<file path="config.mk">
export PLATFORM = sky130hd
export DESIGN_NAME = fsb_ctl
export DESIGN_NICKNAME = d
export VERILOG_FILES = /design/src/inc/fsb_ctl_pkg.sv /design/src/inc/parity_if.sv /design/src/design/fsb_ctl.sv /design/src/design/req_parity_unit.sv
export VERILOG_INCLUDE_DIRS = /design/src /design/src/inc
export SDC_FILE = /design/constraint.sdc
export NUM_CORES = 1
export LEC_CHECK = 0
export ABC_CLOCK_PERIOD_IN_PS = 4700
export BUFFER_PORTS_ARGS = -buffer_cell sky130_fd_sc_hd__clkbuf_2
export CORE_MARGIN = 3
export CORE_UTILIZATION = 54
export CTS_BUF_LIST = sky130_fd_sc_hd__clkbuf_4
export DETAILED_ROUTE_END_ITERATION = 8
export PLACE_DENSITY = 0.82
export SYNTH_ARGS = -nofsm -noshare
export SYNTH_HDL_FRONTEND = slang
export SYNTH_SLANG_ARGS = --single-unit
</file>
<file path="constraint.sdc">
create_clock -name core_clk_i -period 4.7 [get_ports core_clk_i]
set_input_delay 0.705 -clock core_clk_i [delete_from_list [all_inputs] [get_ports core_clk_i]]
set_output_delay 0.705 -clock core_clk_i [all_outputs]
set_load 0.01 [all_outputs]
</file>
<file path="src/inc/fsb_ctl_map.svh">
// Header holding the bit positions, widths and timing figures of the bus control block.
`ifndef FSB_CTL_MAP_SVH
`define FSB_CTL_MAP_SVH

`define ADDR_HI_MSB       35
`define ADDR_HI_LSB       24
`define ADDR_LO_MSB       23
`define ADDR_LO_LSB       3
`define REQ_TYPE_W        5
`define BPM_W             6
`define BPM_PROBE_READY   4
`define INIT_HOLD_CYCLES  8'h04
`define INIT_WAIT_CYCLES  8'h02

`endif

</file>
<file path="src/inc/fsb_ctl_pkg.sv">
// Package holding the types of the bus control block.
package fsb_ctl_pkg;
    typedef enum logic [1:0] {
        ARB_IDLE,
        ARB_REQUEST,
        ARB_OWNER
    } arb_state_type;

    typedef enum logic [1:0] {
        LOCK_IDLE,
        LOCK_HELD
    } lock_state_type;
endpackage : fsb_ctl_pkg

</file>
<file path="src/inc/parity_if.sv">
// Interface carrying a request and its parity between the control block and the parity unit.
`timescale 1ns/1ps
interface parity_if;
    logic [32:0] addr_n;
    logic [4:0]  req_n;
    logic [1:0]  sub1_par_n;
    logic [1:0]  sub2_par_n;

    modport master (
        output addr_n,
        output req_n,
        input  sub1_par_n,
        input  sub2_par_n
    );
    modport unit (
        input  addr_n,
        input  req_n,
        output sub1_par_n,
        output sub2_par_n
    );
endinterface : parity_if

</file>
<file path="src/design/fsb_ctl.sv">
// Bus agent control logic: parity, initialization, stall, sense and monitor outputs.
// What this block does
// - Parity line low on odd count lows.
// - All-high covered group gives high parity.
// - Launch and sample on the bus clock.
// - Assert reinit on unrecoverable bus condition.
// - Reinit resets lock and arbitration machines.
// - Reinit keeps in-order queue state intact.
// - After reinit, re-arbitrate and finish queues.
// - No new transaction while stall asserted.
// - Refuse operation while platform sense low.
// - Drive six breakpoint monitor status outputs.
// - Monitor line four gives probe ready.
// - Strobe starts parity check of request.
`timescale 1ns/1ps
`include "fsb_ctl_map.svh"
module fsb_ctl #(
    parameter int IOQ_DEPTH = 8
) (
    input  wire logic        core_clk_i,
    input  wire logic        rst_n_i,
    input  wire logic        cfg_init_drive_en_i,
    input  wire logic        cfg_init_observe_en_i,
    input  wire logic        platform_sense_i,
    input  wire logic        bus_fault_i,
    input  wire logic        issue_req_i,
    input  wire logic [32:0] issue_addr_i,
    input  wire logic [4:0]  issue_type_i,
    input  wire logic        lock_req_i,
    input  wire logic        complete_i,
    input  wire logic [5:0]  monitor_event_i,
    input  wire logic        debug_ready_i,
    input  wire logic        address_valid_strobe_n_i,
    input  wire logic [32:0] bus_addr_n_i,
    input  wire logic [4:0]  bus_req_n_i,
    input  wire logic [1:0]  request_parity_lines_n_i,
    input  wire logic        bus_error_reinit_n_i,
    input  wire logic        new_request_stall_n_i,
    input  wire logic        bus_owner_i,
    output logic             address_valid_strobe_n_o,
    output logic             address_valid_strobe_oe_o,
    output logic [32:0]      bus_addr_n_o,
    output logic [4:0]       bus_req_n_o,
    output logic [1:0]       request_parity_lines_n_o,
    output logic             request_bus_oe_o,
    output logic             bus_error_reinit_n_o,
    output logic             bus_error_reinit_oe_o,
    output logic             new_request_stall_n_o,
    output logic             new_request_stall_oe_o,
    output logic [5:0]       breakpoint_monitor_outputs_n_o,
    output logic             parity_error_o,
    output logic             operating_o,
    output logic             bus_request_o,
    output logic             lock_active_o,
    output logic [7:0]       ioq_count_o
);
    // Pins from the bus pass two flops; all launch and sample is on this one clock.
    logic [1:0] strobe_s_r, reinit_s_r, stall_s_r, sense_s_r, owner_s_r;
    logic [32:0] addr_s1_r, addr_s2_r;
    logic [4:0]  req_s1_r, req_s2_r;
    logic [1:0]  par_s1_r, par_s2_r;

    always_ff @(posedge core_clk_i or negedge rst_n_i) begin
        if (!rst_n_i) begin
            strobe_s_r <= 2'h3;
            reinit_s_r <= 2'h3;
            stall_s_r  <= 2'h3;
            sense_s_r  <= 2'h3;
            owner_s_r  <= 2'h0;
            addr_s1_r  <= 33'h1FFFFFFFF;
            addr_s2_r  <= 33'h1FFFFFFFF;
            req_s1_r   <= 5'h1F;
            req_s2_r   <= 5'h1F;
            par_s1_r   <= 2'h3;
            par_s2_r   <= 2'h3;
        end else begin
            strobe_s_r <= {strobe_s_r[0], address_valid_strobe_n_i};
            reinit_s_r <= {reinit_s_r[0], bus_error_reinit_n_i};
            stall_s_r  <= {stall_s_r[0], new_request_stall_n_i};
            sense_s_r  <= {sense_s_r[0], platform_sense_i};
            owner_s_r  <= {owner_s_r[0], bus_owner_i};
            addr_s1_r  <= bus_addr_n_i;
            addr_s2_r  <= addr_s1_r;
            req_s1_r   <= bus_req_n_i;
            req_s2_r   <= req_s1_r;
            par_s1_r   <= request_parity_lines_n_i;
            par_s2_r   <= par_s1_r;
        end
    end

    logic strobe_seen, reinit_seen, stall_seen, sense_ok, owner_ok;
    assign strobe_seen = ~strobe_s_r[1];
    assign reinit_seen = ~reinit_s_r[1] & cfg_init_observe_en_i;
    assign stall_seen  = ~stall_s_r[1];
    assign sense_ok    = sense_s_r[1];
    assign owner_ok    = owner_s_r[1];

    // Operation is refused while the platform sense reads low.
    always_ff @(posedge core_clk_i or negedge rst_n_i) begin
        if (!rst_n_i) begin
            operating_o <= 1'b0;
        end else begin
            operating_o <= sense_ok;
        end
    end

    // Generation and checking each have their own parity unit; the check uses subphase one coverage.
    parity_if gen_if ();
    parity_if chk_if ();
    req_parity_unit u_gen (.pif(gen_if.unit));
    req_parity_unit u_chk (.pif(chk_if.unit));
    assign gen_if.addr_n = ~issue_addr_i;
    assign gen_if.req_n  = ~issue_type_i;
    assign chk_if.addr_n = addr_s2_r;
    assign chk_if.req_n  = req_s2_r;

    // Any strobe seen on the bus, the agent's own or another agent's, starts the parity check of its request.
    always_ff @(posedge core_clk_i or negedge rst_n_i) begin
        if (!rst_n_i) begin
            parity_error_o <= 1'b0;
        end else begin
            parity_error_o <= strobe_seen && (par_s2_r != chk_if.sub1_par_n);
        end
    end

    // Arbitration and lock tracking are reset by reinit; the in-order queue is not.
    fsb_ctl_pkg::arb_state_type  arb_r;
    fsb_ctl_pkg::lock_state_type lock_r;
    logic [7:0] ioq_r;
    logic       start_issue;

    assign start_issue = (arb_r == fsb_ctl_pkg::ARB_OWNER) && issue_req_i && !stall_seen
                         && operating_o && !reinit_seen;

    always_ff @(posedge core_clk_i or negedge rst_n_i) begin
        if (!rst_n_i) begin
            arb_r <= fsb_ctl_pkg::ARB_IDLE;
        end else if (reinit_seen) begin
            arb_r <= fsb_ctl_pkg::ARB_IDLE;
        end else begin
            case (arb_r)
                fsb_ctl_pkg::ARB_IDLE: begin
                    // Pending queue entries make the agent ask again after reinit.
                    if (operating_o && (issue_req_i || ioq_r != 8'h00)) begin
                        arb_r <= fsb_ctl_pkg::ARB_REQUEST;
                    end
                end
                fsb_ctl_pkg::ARB_REQUEST: begin
                    if (owner_ok) begin
                        arb_r <= fsb_ctl_pkg::ARB_OWNER;
                    end
                end
                fsb_ctl_pkg::ARB_OWNER: begin
                    if (!owner_ok) begin
                        arb_r <= fsb_ctl_pkg::ARB_IDLE;
                    end
                end
                default: begin
                    arb_r <= fsb_ctl_pkg::ARB_IDLE;
                end
            endcase
        end
    end

    always_ff @(posedge core_clk_i or negedge rst_n_i) begin
        if (!rst_n_i) begin
            lock_r <= fsb_ctl_pkg::LOCK_IDLE;
        end else if (reinit_seen) begin
            lock_r <= fsb_ctl_pkg::LOCK_IDLE;
        end else begin
            case (lock_r)
                fsb_ctl_pkg::LOCK_IDLE: begin
                    if (start_issue && lock_req_i) begin
                        lock_r <= fsb_ctl_pkg::LOCK_HELD;
                    end
                end
                fsb_ctl_pkg::LOCK_HELD: begin
                    if (!lock_req_i) begin
                        lock_r <= fsb_ctl_pkg::LOCK_IDLE;
                    end
                end
                default: begin
                    lock_r <= fsb_ctl_pkg::LOCK_IDLE;
                end
            endcase
        end
    end

    // Queue depth is kept across reinit so outstanding entries can still complete.
    always_ff @(posedge core_clk_i or negedge rst_n_i) begin
        if (!rst_n_i) begin
            ioq_r <= 8'h00;
        end else begin
            case ({start_issue && ioq_r < 8'(IOQ_DEPTH), complete_i && ioq_r != 8'h00})
                2'b10:   ioq_r <= ioq_r + 8'h01;
                2'b01:   ioq_r <= ioq_r - 8'h01;
                default: ioq_r <= ioq_r;
            endcase
        end
    end

    always_ff @(posedge core_clk_i or negedge rst_n_i) begin
        if (!rst_n_i) begin
            bus_request_o <= 1'b0;
            lock_active_o <= 1'b0;
            ioq_count_o   <= 8'h00;
        end else begin
            bus_request_o <= (arb_r != fsb_ctl_pkg::ARB_IDLE);
            lock_active_o <= (lock_r == fsb_ctl_pkg::LOCK_HELD);
            ioq_count_o   <= ioq_r;
        end
    end

    // Request launch: strobe, address, type and subphase one parity for one cycle.
    logic issue_ok;
    assign issue_ok = start_issue && ioq_r < 8'(IOQ_DEPTH);

    always_ff @(posedge core_clk_i or negedge rst_n_i) begin
        if (!rst_n_i) begin
            address_valid_strobe_n_o  <= 1'b1;
            address_valid_strobe_oe_o <= 1'b0;
            request_bus_oe_o          <= 1'b0;
            bus_addr_n_o              <= 33'h1FFFFFFFF;
            bus_req_n_o               <= 5'h1F;
            request_parity_lines_n_o  <= 2'h3;
        end else begin
            address_valid_strobe_n_o  <= ~issue_ok;
            address_valid_strobe_oe_o <= issue_ok;
            request_bus_oe_o          <= issue_ok;
            bus_addr_n_o              <= issue_ok ? gen_if.addr_n : 33'h1FFFFFFFF;
            bus_req_n_o               <= issue_ok ? gen_if.req_n : 5'h1F;
            request_parity_lines_n_o  <= issue_ok ? gen_if.sub1_par_n : 2'h3;
        end
    end

    // Reinit drive: a fault pulses the line low for a fixed hold when the driver is enabled.
    logic [7:0] init_cnt_r;

    always_ff @(posedge core_clk_i or negedge rst_n_i) begin
        if (!rst_n_i) begin
            init_cnt_r <= 8'h00;
        end else if (init_cnt_r != 8'h00) begin
            init_cnt_r <= init_cnt_r - 8'h01;
        end else if (bus_fault_i && cfg_init_drive_en_i) begin
            init_cnt_r <= `INIT_HOLD_CYCLES;
        end
    end

    always_ff @(posedge core_clk_i or negedge rst_n_i) begin
        if (!rst_n_i) begin
            bus_error_reinit_n_o  <= 1'b1;
            bus_error_reinit_oe_o <= 1'b0;
        end else begin
            bus_error_reinit_n_o  <= ~(bus_fault_i && cfg_init_drive_en_i) && init_cnt_r <= 8'h01;
            bus_error_reinit_oe_o <= (bus_fault_i && cfg_init_drive_en_i) || init_cnt_r > 8'h01;
        end
    end

    // The agent stalls new requests while its own queue is full.
    always_ff @(posedge core_clk_i or negedge rst_n_i) begin
        if (!rst_n_i) begin
            new_request_stall_n_o  <= 1'b1;
            new_request_stall_oe_o <= 1'b0;
        end else begin
            new_request_stall_n_o  <= ~(ioq_r >= 8'(IOQ_DEPTH));
            new_request_stall_oe_o <= (ioq_r >= 8'(IOQ_DEPTH));
        end
    end

    // Monitor outputs are active low; line four also reports probe ready.
    logic [5:0] bpm_src;
    always_comb begin
        bpm_src = monitor_event_i;
        bpm_src[`BPM_PROBE_READY] = monitor_event_i[`BPM_PROBE_READY] | debug_ready_i;
    end

    always_ff @(posedge core_clk_i or negedge rst_n_i) begin
        if (!rst_n_i) begin
            breakpoint_monitor_outputs_n_o <= 6'h3F;
        end else begin
            breakpoint_monitor_outputs_n_o <= ~bpm_src;
        end
    end

    AST_NO_ISSUE_IN_STALL: assert property (@(posedge core_clk_i) disable iff (!rst_n_i)
        stall_seen |=> address_valid_strobe_n_o) else $error("Request issued during stall.");
    AST_SENSE_LOW: assert property (@(posedge core_clk_i) disable iff (!rst_n_i)
        !sense_ok |=> !operating_o ##1 address_valid_strobe_n_o) else $error("Operating with sense low.");
    AST_REINIT_ARB: assert property (@(posedge core_clk_i) disable iff (!rst_n_i)
        reinit_seen |=> arb_r == fsb_ctl_pkg::ARB_IDLE && lock_r == fsb_ctl_pkg::LOCK_IDLE)
        else $error("Arbitration not reset by reinit.");
    AST_IOQ_KEPT: assert property (@(posedge core_clk_i) disable iff (!rst_n_i)
        reinit_seen && !complete_i |=> ioq_r == $past(ioq_r)) else $error("Queue lost on reinit.");
    AST_REINIT_DRIVE: assert property (@(posedge core_clk_i) disable iff (!rst_n_i)
        bus_fault_i && cfg_init_drive_en_i && init_cnt_r == 8'h00 |=> !bus_error_reinit_n_o [*4])
        else $error("Reinit not held low.");
    AST_PARITY_OUT: assert property (@(posedge core_clk_i) disable iff (!rst_n_i)
        !address_valid_strobe_n_o |-> request_parity_lines_n_o[0] == ^{1'b1, ~bus_addr_n_o[32:21]})
        else $error("Bad parity driven.");
    AST_IDLE_PARITY: assert property (@(posedge core_clk_i) disable iff (!rst_n_i)
        address_valid_strobe_n_o |-> request_parity_lines_n_o == 2'h3) else $error("Idle parity low.");
    AST_PROBE_READY: assert property (@(posedge core_clk_i) disable iff (!rst_n_i)
        debug_ready_i |=> !breakpoint_monitor_outputs_n_o[4]) else $error("Probe ready missing.");
    AST_REARB: assert property (@(posedge core_clk_i) disable iff (!rst_n_i)
        $fell(reinit_seen) && operating_o && ioq_r != 8'h00 && !reinit_seen |=> ##[0:1] bus_request_o)
        else $error("No re-arbitration after reinit.");
endmodule : fsb_ctl

</file>
<file path="src/design/req_parity_unit.sv">
// Combinational parity generator for both request subphases.
`timescale 1ns/1ps
`include "fsb_ctl_map.svh"
module req_parity_unit (
    parity_if.unit pif
);
    logic hi_group_n;
    logic lo_group_n;

    // An odd count of low lines gives a low parity line; all high gives high.
    always_comb begin
        hi_group_n = ~^(~pif.addr_n[32:21]);
        lo_group_n = ~^({~pif.addr_n[20:0], ~pif.req_n});
    end

    always_comb begin
        pif.sub1_par_n = {lo_group_n, hi_group_n};
        pif.sub2_par_n = {hi_group_n, lo_group_n};
    end
endmodule : req_parity_unit

</file>
# Word-level counts from Yosys, hierarchy flattened
# Cells that the tools add are included.
dict set report word_totals {
  reg_bits 174
  in_bits 98
  output_inout_bits 65
  elab_cells 106
}
dict set report op_classes {
  add_sub_neg 3
  magnitude_cmp 4
  n_eq_ne 11
  muxes 15
  n_bitwise 16
  n_reduce_logical 27
}
# operator n
set op_table {}
lappend op_table {{$reduce_xnor 26->1} 2}
lappend op_table {{$not 21->21} 2}
lappend op_table {{$mux 33} 1}
lappend op_table {{$not 33->33} 1}
lappend op_table {{$not 12->12} 2}
lappend op_table {{$reduce_xnor 12->1} 2}
lappend op_table {{$mux 2} 8}
lappend op_table {{$mux 8} 2}
lappend op_table {{$pmux 8 s2} 1}
lappend op_table {{$reduce_bool 8->1} 2}
lappend op_table {{$sub 8x1->8 const B} 2}
lappend op_table {{$ne 3x3->1 const B} 5}
lappend op_table {{$not 5->5} 3}
lappend op_table {{$logic_and 1x1->1} 11}
lappend op_table {{$add 8x1->8 const B} 1}
lappend op_table {{$ge 8x4->1 const B} 1}
lappend op_table {{$gt 8x1->1 const B} 1}
lappend op_table {{$le 8x1->1 const B} 1}
lappend op_table {{$lt 8x4->1 const B} 1}
lappend op_table {{$eq 2x1->1 const B} 3}
lappend op_table {{$not 6->6} 1}
lappend op_table {{$pmux 2 s3} 1}
lappend op_table {{$reduce_bool 2->1} 3}
lappend op_table {{$mux 5} 1}
lappend op_table {{11 further kinds} 18}

# Longest topological paths before layout
# Gate-level depths: netlist of the first run.
dict set report depth {
  depth_word 9
  ltp_mapped 17
  depth_no_buf 13
}

# Cells and area by module
# A second synthesis of the first run with hierarchy kept.
dict set report hier_totals {
  hier_cells 478
  hier_area_um2 6493.7
}
# module n_inst cells_each area_per_inst_um2 seq_area_each_um2
set by_module_without_submodules {}
lappend by_module_without_submodules {fsb_ctl 1 402 5768.0 4500.6}
lappend by_module_without_submodules {req_parity_unit 2 38 362.8 0.0}

# Worst setup path after synthesis of the first run
# Ideal clock, no wire load.
dict set report synth_path {
  path_type {reg-to-reg}
  startpoint {register ioq_r[5]}
  endpoint {register ioq_r[6]}
  setup_time_ps 79
  arrival_time_ps 3731
  required_ps 4621
  setup_slack_ps 890
  path_stages_with_launch 18
  n_path_buf 4
  period_less_slack_ps 3810
  cell_sequence {dfrtp_1 > clkbuf_1 > or4_1 > nor2_1 > and3_1 > buf_2 > buf_2 > inv_1 > ha_1 > buf_2 > xor2_1 > ha_1 > or3_4 > a21oi_2 > nor2_1 > or4_1 > a31oi_1 > xor2_1}
}
dict set report synth_between {
  elab_chain_len 4
  word_cells_on_any_way 10
  cone_classes {add/sub (2); order compare (1); eq/ne (2); mux (1); reduce/logical (4)}
}
# element line_no
set synth_lines {}
lappend synth_lines {{start: declaration} fsb_ctl.sv:129} ;# logic [7:0] ioq_r;
lappend synth_lines {{start signal: assignment} fsb_ctl.sv:195} ;# 2'b10: ioq_r <= ioq_r + 8'h01;
lappend synth_lines {{start signal: assignment} fsb_ctl.sv:196} ;# 2'b01: ioq_r <= ioq_r - 8'h01;
lappend synth_lines {{start signal: assignment} fsb_ctl.sv:197} ;# default: ioq_r <= ioq_r;
lappend synth_lines {{$lt 8x4->1 (*)} -}
lappend synth_lines {{$logic_and 1x1->1 (*)} -}
lappend synth_lines {{via issue_ok} fsb_ctl.sv:215} ;# logic issue_ok;
lappend synth_lines {{$eq 2x1->1 / $eq 2x2->1 (equally long branches)} fsb_ctl.sv:194} ;# case ({start_issue && ioq_r < 8'(IOQ_DEPTH), complete_i && ioq_r != 8'h00})
lappend synth_lines {{$pmux 8 s2 / $reduce_bool 2->1 (equally long branches)} -}
# The timed path passes the listed nets; every way through them passes the cells marked *.
# A chain may end at the register's enable or synchronous reset.

# Final worst setup path of the first run
dict set report layout_path {
  startpoint {register ioq_r[5]}
  endpoint {register ioq_r[6]}
}
dict set report layout_between {
  elab_chain_len 4
  word_cells_on_any_way 10
  cone_classes {add/sub (2); order compare (1); eq/ne (2); mux (1); reduce/logical (4)}
}
# element line_no
set layout_lines {}
lappend layout_lines {{$lt 8x4->1 / $reduce_bool 8->1 (equally long branches)} fsb_ctl.sv:194}
lappend layout_lines {{$logic_and 1x1->1} fsb_ctl.sv:194}
lappend layout_lines {{$eq 2x1->1 / $eq 2x2->1 (equally long branches)} fsb_ctl.sv:194}
lappend layout_lines {{$pmux 8 s2 / $reduce_bool 2->1 (equally long branches)} -}
# Several ways; a longest one is shown, not always the timed one.

==> metrics.md, run 1 <==
| Metric | Value |
|---|---|
| Clock Skew | `0.009743 ns` |
| Clock Power Share | `25.6%` |
| Core area | `0.01098 mm²` |
| Inserted Clock Buffers | `17` |
| Netlist cell types | `47` |
| Final WS setup | `0.9075 ns` |
| Lkg Pwr | `3.232 nW` |
| Wire per inst | `14.99 µm` |
| Routability cong. | `0.8443` |
| Drt first pass iters | `4` |
| Fmax | `263.7 MHz` |
| I/O pin count | `163` |
| CP max FO | `16` |
| Relative slew margins | `53.31%` |
| Share of cells above drive strength 1 | `56.00%` |
| CTS tree | `done` |
| Pwr/cell area | `448.9 mW/mm²` |
| Hold buffer count at cts | `0` |
| CP required | `5.15 ns` |
| Slowest CP cell | `or4_1` |
| Sw power | `0.9278 mW` |
| Nets@finish | `691` |
| DR vias | `3598` |
| Post-DP HPWL | `8.133 mm` |
| HP Class | `input port to async pin` |
| All-layer global routing usage | `18.55%` |
| Grt ovf | `0` |
| Critical path class | `flop to flop` |
| Clock sink count | `173` |
| Minimum clock period | `3.792 ns` |
| H-tree depth | `4` |
| Hold Vio Cnt, Final | `0` |
| CP max stage delay | `0.50 ns` |
| Clock root cell | `clkbuf_4` |
| Peak VDD IR | `0.0003112 V` |
| Worst path cell trace | `or4_1 > nor2_1 > and3_1 > inv_1 > ha_1 > xor2_1 > ha_1 > or3_4 > a21oi_2 > nor2_1 > or4_1 > a31oi_1 > xor2_1` |
| First-pass GRT wire length | `18.20 mm` |
| RSZ-0062 raised after global routing | `false` |
| Switching part of the total | `28.00%` |
| Fin. max-slew vios | `0` |
| Clock Latency Late Sink | `0.51 ns` |
| Worst EP arrival | `4.24 ns` |
| Crit path launch type | `flop` |
| DRT iter0 DRCs | `157` |
| Total Wirelength | `11.11 mm` |
| Number of synthesized register bits | `173` |
| Clk buf depth | `2` |
| Die Wd | `112.7 µm` |
| Comb pwr share | `18.8%` |
| Yosys warns | `0` |
| Delay-heaviest family, CP | `simple AND/OR/NAND/NOR gates` |
| Slew @ Worst Pin | `0.7003 ns` |
| Reg power frac | `55.6%` |
| Vias in the first global route | `3732` |
| DRC Markers | `0` |
| Max cap viols | `0` |
| Synthesized net count | `522` |
| DRT antenna net count | `0` |
| Status | `completed` |
| Clock transition at the registers of the reported paths | `0.13 ns` |
| Fraction of registers with async set/reset | `100.0%` |
| Die area | `0.01269 mm²` |
| Internal | `2.385 mW` |
| Initial antenna violation count | `0` |
| Row cnt | `38` |
| Placed instance count | `708` |
| Layout area overhead | `20.17%` |
| Post-Layout Cell Count | `741` |
| Initial Util | `55.92%` |
| Port Buffers | `162` |
| Pre-CTS WS | `0.9449 ns` |
| Post-CTS Setup Bufs | `0` |
| CTS resizes | `0` |
| # setup viols final | `0` |
| Mapped cell area | `0.006142 mm²` |
| Setup TNS Final | `0 ns` |
| Type of destination of the critical path | `flop` |
| Ys flop type | `dfstp_2` |
| Number of flops mapped to enable cells by yosys | `0` |
| Largest net degree at the start of global routing | `94` |
| Seq/Total Area, Yosys | `73.27%` |
| Die height | `112.7 µm` |
| Synthesized netlist cell count | `418` |
| Syn avg cell area | `14.69 µm²` |
| Post-DR vias/cell | `4.856` |
| CP bufs+invs | `1` |
| Fill cell total of the finished layout | `772` |
| Final period util | `80.69%` |
==> cells in the mapped netlist (4+ instances only) <==
master     n  area, µm²
o21ai_0    8      40.04
a21oi_1    8      40.04
xnor2_1   69      604.3
nand2_1   49      183.9
inv_1     12      45.04
ha_1       6      75.07
dfrtp_1   36      900.9
nor3_1     4      20.02
xor2_1    20      175.2
dfstp_2  137       3600
buf_2     10      50.05
nor2_1     9      33.78
==> flip-flops by register name, indices dropped and copies added, names as in the netlist, 5 cells and up <==
signal                          cells
addr_s1_r                          33
addr_s2_r                          33
bus_addr_n_o                       33
init_cnt_r                          8
ioq_count_o                         8
ioq_r                               8
breakpoint_monitor_outputs_n_o      6
bus_req_n_o                         5
chk_if.req_n                        5
req_s1_r                            5
==> cells by family (layout without fill, tap and decap cells) <==
| group | after synthesis | after routing | synth area share (%) |
|---|---|---|---|
| AOI/OAI and AO/OA | 34 | 34 | 3.647 |
| DFF | 173 | 173 | 73.27 |
| xor gates and xnor gates | 89 | 89 | 12.69 |
| muxes | 3 | 3 | 0.5093 |
| other | 0 | 1 | 0 |
| adders and majority gates | 6 | 6 | 1.222 |
| and+or+nand+nor | 87 | 87 | 6.682 |
| buffers and inverters | 26 | 208 | 1.976 |
==> cell type report <==
cell class,count,area [µm²],area share (%)
tap,140,175.2,2.373
clock buffer,20,150.1,2.034
clock inverter,12,142.6,1.933
timing repair buffer,164,844.6,11.44
inverter,12,45.04,0.6103
sequential,173,4501,60.98
multi-input combinational,219,1520,20.60
antenna,1,2.502,0.03390
==> worst paths after layout <==
| kind | slack (ns) | endpoint | from | cells after the start |
|---|---|---|---|---|
| min in group core_clk_i | 0.25 | addr_s1_r[26] | bus_addr_n_i[26] | 1 |
| max in group asynchronous | 3.59 | bus_addr_n_o[23] | rst_n_i | 2 |
| setup / recovery | 0.91 | ioq_r[6] | ioq_r[5] | 13 |
| setup reg to reg | 0.91 | ioq_r[6] | ioq_r[5] | 13 |
| hold reg to reg | 0.36 | addr_s2_r[9] | addr_s1_r[9] | 0 |
| hold / removal | 0.23 | init_cnt_r[6] | rst_n_i | 1 |
==> stage by stage <==
stage / cell area (µm²) / power, mW / hold WS (ns) / util, %
2_1_floorplan: 6142 / 2.276 / 0.3312 / -
3_3_place_gp: 7086 / 2.463 / 0.3343 / 64.51
3_5_place_dp: 7086 / 2.489 / 0.3371 / 64.51
4_1_cts: 7378 / 3.358 / 0.1859 / 67.18
5_1_grt: 7378 / 3.509 / 0.1810 / 67.18
6_report: 7381 / 3.313 / 0.2322 / 67.20
==> layout by cell type (no fill, tap or decap), types with 4 or more instances in the layout <==
cell type,netlist,final
clkbuf_2,0,161
dfstp_2,137,137
xnor2_1,69,69
nand2_1,49,49
dfrtp_1,36,36
xor2_1,20,20
clkbuf_4,0,20
inv_1,12,12
nor2_1,9,9
a21oi_1,8,8
o21ai_0,8,8
ha_1,6,6
nor3_1,4,4
==> power groups by stage <==
stage,Clock [mW],Sequential [mW],Combinational [mW]
global placement,0,1.85,0.608
detailed placement,0,1.86,0.629
CTS,0.882,1.84,0.633
floorplan,0,1.81,0.461
global route,0.943,1.87,0.696
finish,0.847,1.84,0.624
==> layer usage <==
layer	wire length [µm]	vias up	share of wire (%)	GRT usage, %
met1	4546	1809	41	23.75
met3	536	12	4.8	4.582
met2	5896	101	53	31.04
met5	0	-	0	0
li1	-	1676	-	-
met4	132	0	1.2	6.490
(Power assumes the default switching activity.)
==> inputs of run 2 (changes only) <==
Settings changed: ABC_AREA set to 1, ABC_CLOCK_PERIOD_IN_PS 4700 to 3200, CORE_UTILIZATION 54 to 50, PLACE_DENSITY 0.82 to 0.79.
Clock period 4.7 ns to 3.2 ns, I/O delays scaled along.
==> metrics.md, run 2 <==
| Metric | Value |
|---|---|
| Hold Path Origin | `issue_addr_i[24]` |
| CP startpoint | `reinit_s_r[1] (was ioq_r[5])` |
| Biggest regs | `addr_s1_r (33), addr_s2_r (33), bus_addr_n_o (33) (unchanged)` |
| Worst reg2reg setup slack | `0.39 ns (was 0.91 ns)` |
| H-tree depth | `4 (unchanged)` |
| Worst path cell trace | `nor2_1 > inv_1 > nand3_1 > nor2_1 > nand2_1 > ha_1 > xor2_1 > ha_1 > a21oi_1 > inv_1 > nand3_1 > nand3_2 > nand2_2 > o21ai_2 > xor2_1 > o21ai_1 (was or4_1 > nor2_1 > and3_1 > inv_1 > ha_1 > xor2_1 > ha_1 > or3_4 > a21oi_2 > nor2_1 > or4_1 > a31oi_1 > xor2_1)` |
| Reg2reg end | `ioq_r[6] (unchanged)` |
| RSZ-0062 raised after global routing | `false (unchanged)` |
| Netlist cell types | `34 (was 47)` |
| Clock sink count | `173 (unchanged)` |
| Most common cell after layout, fill and taps aside | `nand2_1 (was clkbuf_2)` |
| Initial Util | `51.57% (was 55.92%)` |
| Fraction of registers with async set/reset | `100.0% (unchanged)` |
| HP Class | `input port to flop (was input port to async pin)` |
| Most numerous cell in the Yosys netlist | `nand2_1 (was dfstp_2)` |
| Die height | `120.6 µm (was 112.7 µm)` |
| Routability cong. | `0.8463 (was 0.8443)` |
| Crit path capture | `ioq_r[6] (unchanged)` |
| DRC Markers | `0 (unchanged)` |
| CP required | `3.66 ns (was 5.15 ns)` |
| Grt ovf | `0 (unchanged)` |
| Share of cells above drive strength 1 | `41.19% (was 56.00%)` |
| Delay-heaviest family, CP | `simple AND/OR/NAND/NOR gates (unchanged)` |
| All-layer global routing usage | `20.92% (was 18.55%)` |
| Fill cell total of the finished layout | `890 (was 772)` |
| Status | `completed (unchanged)` |
| Ys flop type | `dfstp_2 (unchanged)` |
| CTS tree | `done (unchanged)` |
| CP Depth | `16 (was 13)` |
| CTS resizes | `0 (unchanged)` |
| Yosys warns | `0 (unchanged)` |
| Core area | `0.01272 mm² (was 0.01098 mm²)` |
| Commonest cells after routing, fill and taps aside | `187 x nand2_1, 161 x clkbuf_2, 137 x dfstp_2, 71 x dlygate4sd3_1, 57 x inv_1 (was 161 x clkbuf_2, 137 x dfstp_2, 69 x xnor2_1, 49 x nand2_1, 36 x dfrtp_1)` |
| Largest net degree at the start of global routing | `92 (was 94)` |
| Final period util | `87.77% (was 80.69%)` |
| Slowest CP cell | `dfstp_2 (was or4_1)` |
| CP max FO | `9 (was 16)` |
| Port Buffers | `162 (unchanged)` |
| Fin. max-slew vios | `0 (unchanged)` |
| Mapped cell area | `0.006561 mm² (was 0.006142 mm²)` |
| Post-Layout Cell Count | `1013 (was 741)` |
| Minimum clock period | `2.809 ns (was 3.792 ns)` |
| I/O pin count | `163 (unchanged)` |
| # setup viols final | `0 (unchanged)` |
| Inserted Clock Buffers | `17 (unchanged)` |
| Number of synthesized register bits | `173 (unchanged)` |
| Relative slew margins | `45.88% (was 53.31%)` |
| Critical path class | `flop to flop (unchanged)` |
| Crit path launch type | `flop (unchanged)` |
| Vias in the first global route | `5100 (was 3732)` |
| Initial antenna violation count | `1 (was 0)` |
| Post-DR vias/cell | `4.667 (was 4.856)` |
| Area contributors post-synth | `dfstp_2 55%, dfrtp_1 14%, nand2_1 11% (was dfstp_2 59%, dfrtp_1 15%, xnor2_1 9.8%)` |
| Die area | `0.01453 mm² (was 0.01269 mm²)` |
| Pwr Total | `5.185 mW (was 3.313 mW)` |
| Clk buf depth | `2 (unchanged)` |
| Total Wirelength | `14.26 mm (was 11.11 mm)` |
| DR vias | `4728 (was 3598)` |
| DRT iter0 DRCs | `256 (was 157)` |
| R2R depth | `16 (was 13)` |
| Worst hold slack | `0.05222 ns (was 0.2322 ns)` |
| Drt first pass iters | `4 (unchanged)` |
| Most area-hungry cell type in the Yosys netlist | `dfstp_2 (unchanged)` |
| Hold Vio Cnt, Final | `0 (unchanged)` |
| CP max stage delay | `0.54 ns (was 0.50 ns)` |
| Nets@finish | `931 (was 691)` |
| Clock root cell | `clkbuf_4 (unchanged)` |
| First-pass GRT wire length | `23.43 mm (was 18.20 mm)` |
| Lkg Pwr | `4.136 nW (was 3.232 nW)` |
| Wire per inst | `14.08 µm (was 14.99 µm)` |
| Layout area overhead | `31.16% (was 20.17%)` |
| Synthesized netlist cell count | `580 (was 418)` |
| Clock Latency Late Sink | `0.57 ns (was 0.51 ns)` |
| Setup TNS Final | `0 ns (unchanged)` |
| Clock transition at the registers of the reported paths | `0.14 ns (was 0.13 ns)` |
| Die Wd | `120.6 µm (was 112.7 µm)` |
| Fmax | `356.0 MHz (was 263.7 MHz)` |
| DRT antenna net count | `0 (unchanged)` |
| Row cnt | `41 (was 38)` |
| Pwr/cell area | `602.5 mW/mm² (was 448.9 mW/mm²)` |
| Type of destination of the critical path | `flop (unchanged)` |
| Synthesized net count | `684 (was 522)` |
| Yosys top cell area share | `54.86% (was 58.61%)` |
| Placed instance count | `909 (was 708)` |
| Post-DP HPWL | `9.316 mm (was 8.133 mm)` |
| Number of flops mapped to enable cells by yosys | `0 (unchanged)` |
| Synth top cells by count | `187 x nand2_1, 137 x dfstp_2, 57 x inv_1 (was 137 x dfstp_2, 69 x xnor2_1, 49 x nand2_1)` |
| Clock Skew | `0.02020 ns (was 0.009743 ns)` |
| CP bufs+invs | `2 (was 1)` |
| Syn avg cell area | `11.31 µm² (was 14.69 µm²)` |
| Seq/Total Area, Yosys | `68.59% (was 73.27%)` |
| Slew @ Worst Pin | `0.8117 ns (was 0.7003 ns)` |
| Worst Hold Depth | `2` |
| Post-CTS Setup Bufs | `0 (unchanged)` |
| Max cap viols | `0 (unchanged)` |
| Worst reg2reg path startpoint | `reinit_s_r[1] (was ioq_r[5])` |
| Worst EP arrival | `3.27 ns (was 4.24 ns)` |
| Peak VDD IR | `0.0003735 V (was 0.0003112 V)` |
run 2: area by class of cell:
type	count	area, µm²	area share, %
Sequential cell	173	4501	52.30
Multi-Input combinational cell	341	1795	20.86
Timing Repair Buffer	236	1563	18.16
Inverter	58	217.7	2.530
Tap cell	172	215.2	2.501
Clock inverter	15	183.9	2.137
Clock buffer	17	127.6	1.483
Antenna cell	1	2.502	0.02908
run 2: power breakdown:
part	switching [mW]	internal (mW)
logic	0.684	0.496
clock network	0.765	0.556
registers	0.190	2.49
run 2: worst min path at each step:
stage,end,slack [ns]
detailed placement,owner_s_r[1],0.34
floorplan,arb_r[0],0.18
global placement,owner_s_r[1],0.34
CTS,bus_addr_n_o[24],0.0004
global route,bus_addr_n_o[23],0.004
finish,bus_addr_n_o[24],0.05
run 2: kinds of logic (layout without fill, tap and decap cells):
group	after synthesis	count (layout)	synth area share, %
and+or+nand+nor	243	243	15.18
DFF	173	173	68.59
buffers and inverters	66	326	4.043
xor gates and xnor gates	65	65	8.791
AOI/OAI and AO/OA	27	27	2.250
adders and majority gates	6	6	1.144
other	0	1	0
run 2: metrics by stage:
step	utilization [%]	area, µm²	setup WS, ns
2_1_floorplan	-	6561	0.8096
3_3_place_gp	59.59	7581	0.4800
3_5_place_dp	59.59	7581	0.2785
4_1_cts	67.62	8603	0.4166
5_1_grt	67.64	8606	0.1153
6_report	67.64	8606	0.3913
run 2: layer usage:
| layer | vias up | global-route usage [%] | share of wire (%) |
|---|---|---|---|
| met4 | 0 | 9.419 | 2.7 |
| met3 | 28 | 6.735 | 6.6 |
| li1 | 2275 | - | - |
| met1 | 2276 | 22.35 | 37 |
| met5 | - | 0 | 0 |
| met2 | 149 | 37.62 | 54 |
run 2: timing repair:
| item | in CTS | in global routing |
|---|---|---|
| hold buffers | 71 | 0 |
| setup endpoints to repair | 0 | 0 |
| endpoints found under the hold margin | 80 | 0 |
==> inputs of run 3 (changes only) <==
Settings changed: ABC_CLOCK_PERIOD_IN_PS 3200 to 3500, CAP_MARGIN set to 30, CORE_MARGIN 3 to 4, CORE_UTILIZATION 50 to 59, PLACE_DENSITY 0.79 to 0.87.
Clock period 3.2 ns to 3.5 ns, I/O delays scaled along.
==> metrics.md, run 3 (same netlist as run 2, synthesis figures left out) <==
| Metric | Value |
|---|---|
| Reg power frac | `52.3% (was 51.8%)` |
| Internal | `3.233 mW (was 3.546 mW)` |
| Lkg Pwr | `4.036 nW (was 4.136 nW)` |
| Row cnt | `38 (was 41)` |
| Comb pwr share | `22.8% (about the same)` |
| Clock sink count | `173 (unchanged)` |
| Crit path launch type | `flop (unchanged)` |
| Port Buffers | `162 (unchanged)` |
| Die Wd | `113.5 µm (was 120.6 µm)` |
| Placed instance count | `876 (was 909)` |
| Inserted Clock Buffers | `17 (unchanged)` |
| Clk buf depth | `2 (unchanged)` |
| Fmax | `351.9 MHz (was 356.0 MHz)` |
| Routability cong. | `0.8367 (was 0.8463)` |
| CP required | `3.97 ns (was 3.66 ns)` |
| Sw power | `1.465 mW (was 1.639 mW)` |
| Type of destination of the critical path | `flop (unchanged)` |
| Final instance area | `0.008341 mm² (was 0.008606 mm²)` |
| Peak VDD IR | `0.0004070 V (was 0.0003735 V)` |
| Post-CTS Setup Bufs | `0 (unchanged)` |
| Clock root cell | `clkbuf_4 (unchanged)` |
| Commonest cells after routing, fill and taps aside | `187 x nand2_1, 161 x clkbuf_2, 137 x dfstp_2, 57 x inv_1, 48 x dlygate4sd3_1 (was 187 x nand2_1, 161 x clkbuf_2, 137 x dfstp_2, 71 x dlygate4sd3_1, 57 x inv_1)` |
| Worst EP arrival | `3.31 ns (was 3.27 ns)` |
| Reg2reg end | `ioq_r[6] (unchanged)` |
| Worst Hold Endpoint | `breakpoint_monitor_outputs_n_o[4] (was bus_addr_n_o[24])` |
| Slowest CP cell | `dfstp_2 (unchanged)` |
| DR vias | `4731 (was 4728)` |
| # setup viols final | `0 (unchanged)` |
| Share of cells above drive strength 1 | `42.59% (was 41.19%)` |
| Minimum clock period | `2.842 ns (was 2.809 ns)` |
| Final period util | `81.20% (was 87.77%)` |
| Core area | `0.01084 mm² (was 0.01272 mm²)` |
| Nets@finish | `908 (was 931)` |
| HP Class | `input port to flop (unchanged)` |
| Die area | `0.01287 mm² (was 0.01453 mm²)` |
| Worst path cell trace | `nor2_1 > inv_1 > nand3_1 > nor2_1 > nand2_1 > ha_1 > xor2_1 > ha_1 > a21oi_1 > inv_1 > nand3_1 > nand3_2 > nand2_2 > o21ai_2 > xor2_1 > o21ai_1 (unchanged)` |
| Pwr/cell area | `563.3 mW/mm² (was 602.5 mW/mm²)` |
| Initial Util | `60.53% (was 51.57%)` |
| Switching part of the total | `31.18% (was 31.61%)` |
| Pre-CTS WS | `0.5378 ns (was 0.2785 ns)` |
| Setup TNS Final | `0 ns (unchanged)` |
| RSZ-0062 raised after global routing | `false (unchanged)` |
| Final WS setup | `0.6581 ns (was 0.3913 ns)` |
| First-pass GRT wire length | `23.76 mm (was 23.43 mm)` |
| Worst reg2reg setup slack | `0.66 ns (was 0.39 ns)` |
| DRT antenna net count | `0 (unchanged)` |
| Finished Core Util | `76.94% (was 67.64%)` |
| CTS tree | `done (unchanged)` |
| Status | `completed (unchanged)` |
| Initial antenna violation count | `0 (was 1)` |
| Slew @ Worst Pin | `0.5281 ns (was 0.8117 ns)` |
| Dpl cell area | `0.007533 mm² (was 0.007581 mm²)` |
| DRT iter0 DRCs | `313 (was 256)` |
| Clock Power Share | `24.9% (was 25.5%)` |
| All-layer global routing usage | `24.04% (was 20.92%)` |
| DRC Markers | `0 (unchanged)` |
| Total Wirelength | `14.54 mm (was 14.26 mm)` |
| Worst hold slack | `0.05821 ns (was 0.05222 ns)` |
| R2R depth | `16 (unchanged)` |
| Hold Path Origin | `monitor_event_i[4] (was issue_addr_i[24])` |
| Hold Vio Cnt, Final | `0 (unchanged)` |
| Post-DP HPWL | `9.937 mm (was 9.316 mm)` |
| CP startpoint | `reinit_s_r[1] (unchanged)` |
| Biggest regs | `addr_s1_r (33), addr_s2_r (33), bus_addr_n_o (33) (unchanged)` |
| Vias in the first global route | `5206 (was 5100)` |
| H-tree depth | `4 (unchanged)` |
| Fill cell total of the finished layout | `652 (was 890)` |
| CTS resizes | `0 (unchanged)` |
| Clock Skew | `0.02279 ns (was 0.02020 ns)` |
| Most common cell after layout, fill and taps aside | `nand2_1 (unchanged)` |
| Worst Hold Depth | `2 (unchanged)` |
| Layout area overhead | `27.12% (was 31.16%)` |
| I/O pin count | `163 (unchanged)` |
| Hold buffer count at cts | `47 (was 71)` |
| Clock Latency Late Sink | `0.58 ns (was 0.57 ns)` |
| CP max stage delay | `0.54 ns (about the same)` |
| Die height | `113.5 µm (was 120.6 µm)` |
| Post-Layout Cell Count | `958 (was 1013)` |
| Pwr Total | `4.699 mW (was 5.185 mW)` |
| Drt first pass iters | `4 (unchanged)` |
| CP max FO | `9 (unchanged)` |
| Largest net degree at the start of global routing | `109 (was 92)` |
| Post-DR vias/cell | `4.938 (was 4.667)` |
| Max cap viols | `0 (unchanged)` |
| Fin. max-slew vios | `0 (unchanged)` |
| Relative slew margins | `64.79% (was 45.88%)` |
| Grt ovf | `0 (unchanged)` |
| Critical path class | `flop to flop (unchanged)` |
| Wire per inst | `15.17 µm (was 14.08 µm)` |
| Worst reg2reg path startpoint | `reinit_s_r[1] (unchanged)` |
| Clock transition at the registers of the reported paths | `0.14 ns (about the same)` |
run 3: cell types whose count changed in the layout (fill, tap and decap cells not counted), sizes merged:
| cell | before | now |
|---|---|---|
| dlygate4sd3 | 71 | 48 |
| inv | 64 | 58 |
| clkbuf | 178 | 181 |
| clkinvlp | 0 | 3 |
run 3: worst max path at each step:
stage / end / slack, ns / cells past startpoint
after floorplan: ioq_r[6] / 1.06 / 18
after detailed placement: ioq_r[6] / 0.54 / 18
after CTS: ioq_r[6] / 0.70 / 16
after global routing: ioq_r[6] / 0.42 / 16
after global placement: ioq_r[6] / 0.74 / 18
final: ioq_r[6] / 0.66 / 16
run 3: final cells by class:
type                            count  area (µm²)  area share [%]
Antenna cell                        1       2.502         0.03000
Clock buffer                       20       150.1           1.800
Clock inverter                     12       146.4           1.755
Inverter                           58       217.7           2.610
Multi-Input combinational cell    341        1795           21.53
Sequential cell                   173        4501           53.96
Tap cell                          140       175.2           2.100
Timing Repair Buffer              213        1353           16.22
run 3: metal layers:
layer / track usage (%) / part of all wire (%) / up-vias
met2: 43.96 / 55 / 162
met4: 11.38 / 3.2 / 0
li1: - / - / 2223
met5: 0 / 0 / -
met3: 7.745 / 6.6 / 44
met1: 24.86 / 36 / 2302
run 3: critical path: cells and delay by family, from the launching register on:
| kind | cells | cell delay, ns |
|---|---|---|
| buffers and inverters | 2 | 0.19 |
| adders and majority gates | 2 | 0.59 |
| AOI/OAI and AO/OA | 3 | 0.24 |
| and+or+nand+nor | 7 | 0.78 |
| xor gates and xnor gates | 2 | 0.43 |
| DFF | 1 | 0.54 |
run 3: power by group through the flow:
stage	registers (mW)	logic, mW	clock network (mW)
after global placement	2.47	0.931	0
after detailed placement	2.49	1.00	0
after floorplan	2.48	0.643	0
after CTS	2.46	1.06	1.20
final	2.46	1.07	1.17
after global routing	2.49	1.20	1.29
